--- config.mk ---
export PLATFORM = sky130hd
export DESIGN_NAME = radio_protection_switch
export DESIGN_NICKNAME = d
export VERILOG_FILES = /design/src/rps_pkg.sv /design/src/rps_fifo.sv /design/src/radio_interface_monitor.sv /design/src/radio_protection_switch.sv
export SDC_FILE = /design/constraint.sdc
export NUM_CORES = 1
export LEC_CHECK = 0
export BUFFER_PORTS_ARGS = -buffer_cell sky130_fd_sc_hd__buf_2
export CAP_MARGIN = 20
export CORE_ASPECT_RATIO = 0.75
export CORE_MARGIN = 2
export CORE_UTILIZATION = 55
export DETAILED_ROUTE_END_ITERATION = 6
export GPL_TIMING_DRIVEN = 0
export PLACE_DENSITY = 0.81
export REMOVE_ABC_BUFFERS = 1
export SLEW_MARGIN = 20
export SYNTH_ARGS = -nofsm -noshare
export SYNTH_HDL_FRONTEND = slang
export SYNTH_SLANG_ARGS = --single-unit
--- constraint.sdc ---
create_clock -name mclk -period 4.9 [get_ports mclk]
set_input_delay 0.98 -clock mclk [delete_from_list [all_inputs] [get_ports mclk]]
set_output_delay 0.98 -clock mclk [all_outputs]
set_load 0.02 [all_outputs]
--- src/rps_pkg.sv ---
// Constants and types shared by the radio protection switch files
package rps_pkg;
  // ----------------------------------------------------------------
  // Structure
  // ----------------------------------------------------------------
  localparam int N_WORK = 4;
  localparam int CH_W = 2;
  localparam int DATA_W = 8;
  localparam int FIFO_DEPTH = 32;

  // ----------------------------------------------------------------
  // Timing
  // ----------------------------------------------------------------
  localparam int CLK_NS = 8;
  localparam int RESTORE_NS = 800;
  localparam int RESTORE_CYC = (RESTORE_NS + CLK_NS - 1) / CLK_NS;
  localparam int CNT_W = 8;

  // ----------------------------------------------------------------
  // Protocol byte layout and reset values
  // ----------------------------------------------------------------
  localparam int CODE_LSB = 6;
  localparam int CODE_W = 2;
  localparam int CHAN_LSB = 0;
  localparam logic STATE_RST = 1'b0;

  typedef enum logic [1:0]
  {
    REQ_NONE = 2'h0,
    REQ_EW = 2'h1,
    REQ_SD = 2'h2,
    REQ_SF = 2'h3
  } req_t;
endpackage

--- src/rps_fifo.sv ---
// Flip-flop FIFO with valid and ready on both sides
`timescale 1ns/1ps
`default_nettype none
module rps_fifo #(
  parameter int WIDTH = 8,
  parameter int DEPTH = 32
) (
  input wire logic mclk, // Clock
  input wire logic nrst, // Sync reset, low
  input wire logic in_valid, // Write request
  output logic in_ready, // Space free
  input wire logic [WIDTH-1:0] in_data, // Write data
  output logic out_valid, // Data available
  input wire logic out_ready, // Reader takes data
  output logic [WIDTH-1:0] out_data // Head word
);
  localparam int AW = $clog2(DEPTH);

  typedef struct packed {
    logic [DEPTH-1:0][WIDTH-1:0] mem;
    logic [AW-1:0] wr;
    logic [AW-1:0] rd;
    logic [AW:0] cnt;
  } fifo_state_t;

  fifo_state_t q;
  fifo_state_t d;
  logic wr_en;
  logic rd_en;

  assign in_ready = q.cnt != (AW+1)'(DEPTH);
  assign out_valid = q.cnt != '0;
  assign out_data = q.mem[q.rd];
  assign wr_en = in_valid && in_ready;
  assign rd_en = out_valid && out_ready;

  always_comb
  begin
    d = q;
    if (wr_en)
    begin
      d.mem[q.wr] = in_data;
      d.wr = (q.wr == AW'(DEPTH - 1)) ? '0 : q.wr + 1'b1;
    end
    if (rd_en)
      d.rd = (q.rd == AW'(DEPTH - 1)) ? '0 : q.rd + 1'b1;
    d.cnt = q.cnt + (AW+1)'(wr_en) - (AW+1)'(rd_en);
  end

  always_ff @(posedge mclk)
  begin
    if (!nrst)
      q <= '0;
    else
      q <= d;
  end
endmodule
`default_nettype wire

--- src/radio_interface_monitor.sv ---
// Receive-side supervision of one radio physical interface
`timescale 1ns/1ps
`default_nettype none
module radio_interface_monitor (
  input wire logic mclk, // Clock
  input wire logic nrst, // Sync reset, low
  input wire logic rx_signal_ok, // Receiver delivers a usable signal
  input wire logic demod_ok, // Demodulator input present
  input wire logic [7:0] rx_level, // Received power level
  input wire logic [7:0] fec_activity, // Error-correction activity
  input wire logic [7:0] level_floor, // Lowest acceptable level
  input wire logic [7:0] fec_limit, // Highest acceptable activity
  input wire logic rec_timing, // Recovered timing
  output logic los, // Receive loss of signal
  output logic early_warning, // Early-warning switching request
  output logic power_raise, // Transmit power increase request
  output logic timing_ref // Recovered timing toward timing source
);
  typedef struct packed {
    logic los;
    logic ew;
    logic raise;
    logic timing;
  } mon_state_t;

  mon_state_t q;
  mon_state_t d;

  always_comb
  begin
    d.los = !rx_signal_ok || !demod_ok;
    d.raise = rx_level < level_floor;
    d.ew = d.raise || (fec_activity > fec_limit);
    d.timing = rec_timing;
  end

  always_ff @(posedge mclk)
  begin
    if (!nrst)
      q <= '0;
    else
      q <= d;
  end

  assign los = q.los;
  assign early_warning = q.ew;
  assign power_raise = q.raise;
  assign timing_ref = q.timing;
endmodule
`default_nettype wire

--- src/radio_protection_switch.sv ---
// Radio protection switch: n working lines, one protection line
// Operation
// Working lines are protected by the protection line against equipment and propagation faults.
// Working paths join only equal indices, and the protection line pairs with the occasional port while no channel is bridged or switched.
// Any working tributary may feed the protection line and the protection line may feed any working tributary.
// No other path such as line to line, tributary to tributary or occasional to working is ever built.
// Every switched byte passes unchanged.
// Each tributary working input is copied to its own working line and to the transmit distributor.
// A working channel that needs protection is bridged from the distributor onto the protection line.
// Early warning, signal degrade, signal fail and radio interface failure mark a working line as bad.
// A bad line raises a request to the far end over the protocol channel, and a far-end request starts switching.
// Status and switch requests travel as one overhead byte each.
// In one-plus-one mode channel zero is bridged permanently and no requests are sent.
// The receive changeover is made only on a frame boundary so that it is hitless.
// Receive loss of signal is raised when the received signal or demodulator input fails and is reported.
// Exceeded receive thresholds produce power-increase and early-warning requests toward overhead access.
// Recovered timing is offered to the equipment timing source.
// Physical status of the switch is reported to equipment management.
// A released request returns the channel to its working line after a hold time, by fixed priority; only the bridge is held, not the receive selection.
`timescale 1ns/1ps
`default_nettype none
module radio_protection_switch (
  input wire logic mclk, // 125 MHz clock
  input wire logic nrst, // Sync reset, low
  input wire logic [rps_pkg::N_WORK-1:0][rps_pkg::DATA_W-1:0] trib_work_in, // Tributary working in
  output logic [rps_pkg::N_WORK-1:0][rps_pkg::DATA_W-1:0] trib_work_out, // Tributary working out
  input wire logic [rps_pkg::DATA_W-1:0] occ_in, // Occasional traffic in
  output logic [rps_pkg::DATA_W-1:0] occ_out, // Occasional traffic out
  input wire logic [rps_pkg::N_WORK-1:0][rps_pkg::DATA_W-1:0] line_work_in, // Working lines in
  output logic [rps_pkg::N_WORK-1:0][rps_pkg::DATA_W-1:0] line_work_out, // Working lines out
  input wire logic [rps_pkg::DATA_W-1:0] line_prot_in, // Protection line in
  output logic [rps_pkg::DATA_W-1:0] line_prot_out, // Protection line out
  input wire logic frame_start, // Common frame boundary
  input wire logic one_plus_one, // One-plus-one mode
  input wire logic [rps_pkg::N_WORK-1:0] signal_degrade, // Degrade per working line
  input wire logic [rps_pkg::N_WORK-1:0] signal_fail, // Fail per working line
  input wire logic [rps_pkg::N_WORK:0] rx_signal_ok, // Receiver ok, top bit protection
  input wire logic [rps_pkg::N_WORK:0] demod_ok, // Demodulator input ok
  input wire logic [rps_pkg::N_WORK:0][7:0] rx_level, // Received levels
  input wire logic [rps_pkg::N_WORK:0][7:0] fec_activity, // Error-correction activity
  input wire logic [7:0] level_floor, // Level threshold
  input wire logic [7:0] fec_limit, // Activity threshold
  input wire logic [rps_pkg::N_WORK:0] rec_timing, // Recovered timing
  output logic [rps_pkg::N_WORK:0] los_out, // Loss of signal
  output logic [rps_pkg::N_WORK:0] early_warning_out, // Early warning
  output logic [rps_pkg::N_WORK:0] power_raise, // Power increase request
  output logic [rps_pkg::N_WORK:0] timing_ref, // Recovered timing out
  input wire logic proto_rx_valid, // Far-end protocol byte valid
  input wire logic [rps_pkg::DATA_W-1:0] proto_rx_data, // Far-end protocol byte
  output logic proto_tx_valid, // Protocol byte to send
  input wire logic proto_tx_ready, // Overhead access takes byte
  output logic [rps_pkg::DATA_W-1:0] proto_tx_data, // Protocol byte
  output logic bridge_active, // Protection line carries a working channel
  output logic [rps_pkg::CH_W-1:0] bridge_channel, // Bridged channel
  output logic rx_switched, // A tributary takes the protection line
  output logic [rps_pkg::CH_W-1:0] rx_channel, // Switched channel
  output logic [1:0] local_request, // Worst local request code
  output logic [1:0] far_request // Last far-end request code
);
  localparam int N = rps_pkg::N_WORK;
  localparam int W = rps_pkg::DATA_W;
  localparam int CW = rps_pkg::CH_W;

  typedef struct packed {
    logic [N-1:0][W-1:0] line_work;
    logic [W-1:0] line_prot;
    logic [N-1:0][W-1:0] trib_work;
    logic [W-1:0] occ;
    logic bridge_on;
    logic [CW-1:0] bridge_ch;
    logic rx_on;
    logic [CW-1:0] rx_ch;
    rps_pkg::req_t loc_code;
    logic [CW-1:0] loc_ch;
    rps_pkg::req_t far_code;
    logic [CW-1:0] far_ch;
    rps_pkg::req_t sent_code;
    logic [CW-1:0] sent_ch;
    logic [rps_pkg::CNT_W-1:0] wtr;
  } sw_state_t;

  // ----------------------------------------------------------------
  // Helpers
  // ----------------------------------------------------------------
  function automatic rps_pkg::req_t line_code(input logic sf, input logic sd, input logic ew);
    if (sf)
      line_code = rps_pkg::REQ_SF;
    else if (sd)
      line_code = rps_pkg::REQ_SD;
    else if (ew)
      line_code = rps_pkg::REQ_EW;
    else
      line_code = rps_pkg::REQ_NONE;
  endfunction

  function automatic logic [W-1:0] proto_byte(input rps_pkg::req_t c, input logic [CW-1:0] ch);
    proto_byte = (W'(c) << rps_pkg::CODE_LSB) | (W'(ch) << rps_pkg::CHAN_LSB);
  endfunction

  sw_state_t q;
  sw_state_t d;
  logic [N:0] los_w;
  logic [N:0] ew_w;
  rps_pkg::req_t top_code;
  logic [CW-1:0] top_ch;
  rps_pkg::req_t ch0_code;
  logic push;
  logic push_ready;
  logic prot_bad;

  // ----------------------------------------------------------------
  // Radio interface supervision, one per line
  // ----------------------------------------------------------------
  genvar g;
  generate
    for (g = 0; g <= N; g++)
    begin : mon
      radio_interface_monitor u_mon (
        .mclk(mclk),
        .nrst(nrst),
        .rx_signal_ok(rx_signal_ok[g]),
        .demod_ok(demod_ok[g]),
        .rx_level(rx_level[g]),
        .fec_activity(fec_activity[g]),
        .level_floor(level_floor),
        .fec_limit(fec_limit),
        .rec_timing(rec_timing[g]),
        .los(los_w[g]),
        .early_warning(ew_w[g]),
        .power_raise(power_raise[g]),
        .timing_ref(timing_ref[g])
      );
    end
  endgenerate

  assign los_out = los_w;
  assign early_warning_out = ew_w;
  assign prot_bad = los_w[N];

  // ----------------------------------------------------------------
  // Worst local request, higher code first, then lower index
  // ----------------------------------------------------------------
  always_comb
  begin
    rps_pkg::req_t c;
    c = rps_pkg::REQ_NONE;
    top_code = rps_pkg::REQ_NONE;
    top_ch = '0;
    for (int i = 0; i < N; i++)
    begin
      c = line_code(signal_fail[i] || los_w[i], signal_degrade[i], ew_w[i]);
      if (c > top_code)
      begin
        top_code = c;
        top_ch = CW'(i);
      end
    end
    ch0_code = line_code(signal_fail[0] || los_w[0], signal_degrade[0], ew_w[0]);
  end

  // ----------------------------------------------------------------
  // Next state
  // ----------------------------------------------------------------
  always_comb
  begin
    d = q;
    push = 1'b0;
    d.line_work = trib_work_in;
    d.loc_code = top_code;
    d.loc_ch = top_ch;
    if (proto_rx_valid)
    begin
      d.far_code = rps_pkg::req_t'(proto_rx_data[rps_pkg::CODE_LSB +: rps_pkg::CODE_W]);
      d.far_ch = proto_rx_data[rps_pkg::CHAN_LSB +: CW];
    end

    // Transmit bridge onto the protection line
    if (one_plus_one)
    begin
      d.bridge_on = 1'b1;
      d.bridge_ch = '0;
      d.wtr = '0;
    end
    else if (q.far_code != rps_pkg::REQ_NONE)
    begin
      d.bridge_on = 1'b1;
      d.bridge_ch = q.far_ch;
      d.wtr = '0;
    end
    else if (q.bridge_on)
    begin
      if (q.wtr == rps_pkg::CNT_W'(rps_pkg::RESTORE_CYC - 1))
      begin
        d.bridge_on = rps_pkg::STATE_RST;
        d.wtr = '0;
      end
      else
        d.wtr = q.wtr + 1'b1;
    end
    d.line_prot = q.bridge_on ? trib_work_in[q.bridge_ch] : occ_in;

    // Receive selection changes only on a frame boundary
    if (frame_start)
    begin
      if (one_plus_one)
      begin
        d.rx_on = (ch0_code != rps_pkg::REQ_NONE) && !prot_bad;
        d.rx_ch = '0;
      end
      else if (top_code != rps_pkg::REQ_NONE && !prot_bad)
      begin
        d.rx_on = 1'b1;
        d.rx_ch = top_ch;
      end
      else
        d.rx_on = rps_pkg::STATE_RST;
    end
    for (int i = 0; i < N; i++)
    begin
      if (q.rx_on && q.rx_ch == CW'(i))
        d.trib_work[i] = line_prot_in;
      else
        d.trib_work[i] = line_work_in[i];
    end
    d.occ = q.rx_on ? '0 : line_prot_in;

    // Request to the far end when the worst request differs from the last one queued and the queue has room, except in one-plus-one mode
    if (!one_plus_one && push_ready &&
        (q.loc_code != q.sent_code || q.loc_ch != q.sent_ch))
    begin
      push = 1'b1;
      d.sent_code = q.loc_code;
      d.sent_ch = q.loc_ch;
    end
  end

  always_ff @(posedge mclk)
  begin
    if (!nrst)
      q <= '0;
    else
      q <= d;
  end

  // ----------------------------------------------------------------
  // Protocol byte queue toward overhead access
  // ----------------------------------------------------------------
  rps_fifo #(
    .WIDTH(W),
    .DEPTH(rps_pkg::FIFO_DEPTH)
  ) u_fifo (
    .mclk(mclk),
    .nrst(nrst),
    .in_valid(push),
    .in_ready(push_ready),
    .in_data(proto_byte(q.loc_code, q.loc_ch)),
    .out_valid(proto_tx_valid),
    .out_ready(proto_tx_ready),
    .out_data(proto_tx_data)
  );

  // ----------------------------------------------------------------
  // Outputs and status
  // ----------------------------------------------------------------
  assign line_work_out = q.line_work;
  assign line_prot_out = q.line_prot;
  assign trib_work_out = q.trib_work;
  assign occ_out = q.occ;
  assign bridge_active = q.bridge_on;
  assign bridge_channel = q.bridge_ch;
  assign rx_switched = q.rx_on;
  assign rx_channel = q.rx_ch;
  assign local_request = q.loc_code;
  assign far_request = q.far_code;

  // ----------------------------------------------------------------
  // Checks
  // ----------------------------------------------------------------
  logic [W-1:0] bridged_src;
  logic [W-1:0] switched_out;
  logic [CW-1:0] far_ch_seen;
  assign bridged_src = trib_work_in[q.bridge_ch];
  assign far_ch_seen = q.far_ch;
  assign switched_out = q.trib_work[q.rx_ch];
endmodule
`default_nettype wire

==> impl_metrics.ini <==
[run_status]
outcome = complete, no violations

[clocking]
cts_hold_buf = 0
cts_sinks = 270
cts_buffer_depth = 3
cts_tree = done
clock_latency_ns = 0.56
clockRootBuffer = clkbuf_16
clk_pin_slew_ns = 0.06
cts_max_level = 1
cts_buffers = 28
cts_resized = 0
postCtsSetupBuffers = 0

[sta]
slew_viol_final = 0
worst_pin_slew_ns = 0.9340
final.setup.tns_ns = 0
min_period_ns = 4.069
finalCritPeriodShare = 0.8304
max_freq_mhz = 245.8
max_slew_margin = 0.3765
rsz0062_at_grt = no
setup_viol = 0
hold_viol_final = 0
hold_slack_ns = 0.4951
skew_ns = 0.01871

[logic_synthesis]
syn-cell-area_um2 = 14340
async_flop_share = 0
avgSynthCellArea_um2 = 10.50
synth_enable_flop_cells = 0
synth_cell_types = 57
ys.flop_type = dfxtp_1
netlist_instances = 1366
yosys_warnings = 0
ys_ff_latch = 270
synth.yosys.seq_area_share = 0.3769

[routing]
wl_met2_um = 16180
drt_iter0_markers = 503
drc = 0
ant_nets = 0
met3_length_um = 1995
num_vias = 10190
drt_wl_total_um = 33920
top_layer_used = met5
viasPerCell = 5.324
wl_per_cell_um = 17.73
met1Wirelength_um = 14550
firstDrtPassIters = 5

[setup_path]
cp_slowest_cell = mux2i_1
timing.rr.end = rx_switched
crit_chain = buf_2 > nor3_1 > ha_1 > nand2b_1 > o21ai_1 > mux2i_1 > ha_1 > nand2b_1 > nand2_1 > nand2_1 > o21ai_1 > ha_1 > nand2b_1 > and2_1 > o31a_1 > o22ai_1 > nor4b_1 > o21a_1
cp-start-kind = primary input
path_buf_inv = 1
required_ns = 5.34
crit_arrival_ns = 4.51
cp_num_cells = 18
ff2ff_path_depth = 17
cp-end-kind = flop
critPathLaunch = signal_fail[0]
rrSetupSlack_ns = 1.02
slowest_delay_ns = 0.39
path_delay_family = simple AND/OR/NAND/NOR gates
worstPathMaxFanout = 4
critPathKind = primary input to flop
rr_startpoint = mon[0].u_mon.los

[global_routing]
grt_pass1_vias = 10260
grt_pass1_wl_um = 53170
grt_antenna_before_repair = 6
track_usage = 0.2448
grt.overflow.total = 0
grt_max_degree = 134

[place]
io_buffers = 323
placed_cell_area_um2 = 15370
hpwl_um = 25210
routabilityCongestion = 0.8906

[cells_and_area]
fin_nets = 1858
utilization = 0.6325
area_growth_pct = 13.70
regArea_um2 = 5415
fill_cells = 2098
multi_input_area_um2 = 7624
final_layout_size_suffix_gt1_frac = 0.2984
postLayoutCellArea_um2 = 16300

[die]
dieArea_um2 = 27390
core_um2 = 25780
ios = 332
die_w_um = 190.5
fp.dieH_um = 143.8
row_count = 51
initial_utilization = 0.5563

[min_path]
hold_start = far_ch_seen[1]
hp-class = flop to flop
holdPathEnd = bridge_channel[1]
holdPathStages = 2

[job]
maxCapViolCount = 0

[power_and_ir_drop]
peakVddDrop_uv = 300.7
p_total_mw = 5.693
p_leak_nw = 8.021
power.density_nw_per_um2 = 349.2
## cells in the final DEF, fill, tap and decap left out, drive strengths merged, types with 3 or more instances in the layout
| cell | synthesis | final |
|---|---|---|
| buf | 127 | 326 |
| dfxtp | 270 | 270 |
| nor2b | 194 | 194 |
| mux2i | 180 | 180 |
| ha | 101 | 101 |
| inv | 50 | 50 |
| and2 | 50 | 50 |
| mux4 | 48 | 48 |
| clkbuf | 55 | 44 |
| nand3 | 39 | 39 |
| o21ai | 31 | 31 |
| a21oi | 30 | 30 |
| nand2 | 26 | 26 |
| a21o | 21 | 21 |
| nor2 | 19 | 19 |
| nand2b | 14 | 14 |
| nand4 | 14 | 14 |
| xor2 | 10 | 10 |
| o21a | 9 | 9 |
| a21boi | 9 | 9 |
| nor3 | 7 | 7 |
| clkinv | 0 | 7 |
| nor3b | 5 | 5 |
| and3 | 5 | 5 |
| nand3b | 5 | 5 |
| or4b | 5 | 5 |
| diode | 0 | 4 |
| o21bai | 4 | 4 |
| mux2 | 4 | 4 |
| o211ai | 4 | 4 |
| conb | 1 | 4 |
| o32ai | 3 | 3 |
| xnor2 | 3 | 3 |
## cells by family after synthesis
group / synth area share
compound gates: 0.05593
other cells: 0.0002615
flops: 0.3769
simple gates: 0.1729
buf+inv: 0.09231
mux: 0.2042
xor+xnor: 0.007940
fa+ha+maj: 0.08952
## sequential cells by signal (all words and copies together) (netlist names), 5 cells and up
signal                   count
mon.u_mon.early_warning      5
line_prot_out                8
mon.u_mon.los                5
u_fifo.q                   144
occ_out                      8
q                           14
line_work_out               32
trib_work_out               32
mon.u_mon.power_raise        5
mon.u_mon.timing_ref         5
## how the worst max path moves through the flow
stage	endpoint
3_5_place_dp	rx_switched
6_report	rx_switched
3_3_place_gp	q[2]
4_1_cts	proto_tx_data[7]
2_1_floorplan	u_fifo.q[4]
5_1_grt	rx_switched
## cell usage after synthesis, types with 3 or more instances
cell	number	area, µm²
o21ai_0	25	125.1
mux2i_1	180	1802
nor3_1	6	30.03
xnor2_1	3	26.28
or4b_2	5	50.05
buf_1	6	22.52
o21bai_1	4	30.03
buf_2	5	25.02
nand3b_1	5	37.54
mux2_2	4	45.04
o21ai_1	6	30.03
and2_1	50	312.8
a21oi_1	29	145.1
inv_1	50	187.7
nand4_1	14	87.58
a21o_1	21	157.7
nor3b_1	5	37.54
xor2_1	10	87.58
o211ai_1	4	30.03
buf_6	3	33.78
and3_1	5	31.28
nand3_2	31	310.3
o21a_1	9	67.56
nand3_1	8	40.04
dfxtp_1	270	5405
mux4_2	48	1081
nor2_1	19	71.32
clkbuf_1	55	206.5
buf_4	113	848.3
a21boi_0	7	52.55
nand2b_1	14	87.58
o32ai_1	3	26.28
ha_1	101	1264
nand2_1	26	97.59
nor2b_1	194	1214
## worst reg2reg max path, delay by kind of cell, from the launching register on
family                     cells  cell delay [ns]
and+or+nand+nor                8             1.17
muxes                          1             0.39
DFF                            1             0.34
adders and majority gates      3             0.93
AOI/OAI and AO/OA              5             0.93
## power by group
group	switching [mW]	internal (mW)	total, mW
clock network	0.892	1.23	2.13
logic	0.585	0.501	1.09
registers	0.173	2.31	2.48
total	1.65	4.04	5.69
## per-layer routing
metal,global-route usage,vias up
met5,0,-
met4,0.08282,2
met3,0.05763,69
met2,0.4228,278
met1,0.3012,4862
li1,-,4974
## cell type report
class / count / share of cell area
diodes: 4 / 0.0006139
flip-flops and latches: 270 / 0.3321
well taps: 344 / 0.02640
clock inverters: 8 / 0.005372
repair buffers: 326 / 0.1048
inverters: 50 / 0.01151
multi-input cells: 867 / 0.4676
clock buffers: 44 / 0.05157
## stage by stage
stage | setup slack, ns | instances
2_1_floorplan | 0.9816 | 1187
3_3_place_gp | 0.1221 | 1854
3_5_place_dp | 0.3338 | 1857
4_1_cts | 0.8919 | 1909
5_1_grt | 0.5744 | 1913
6_report | 0.8310 | 1913
Note: power is estimated with default switching activity, not from simulation.
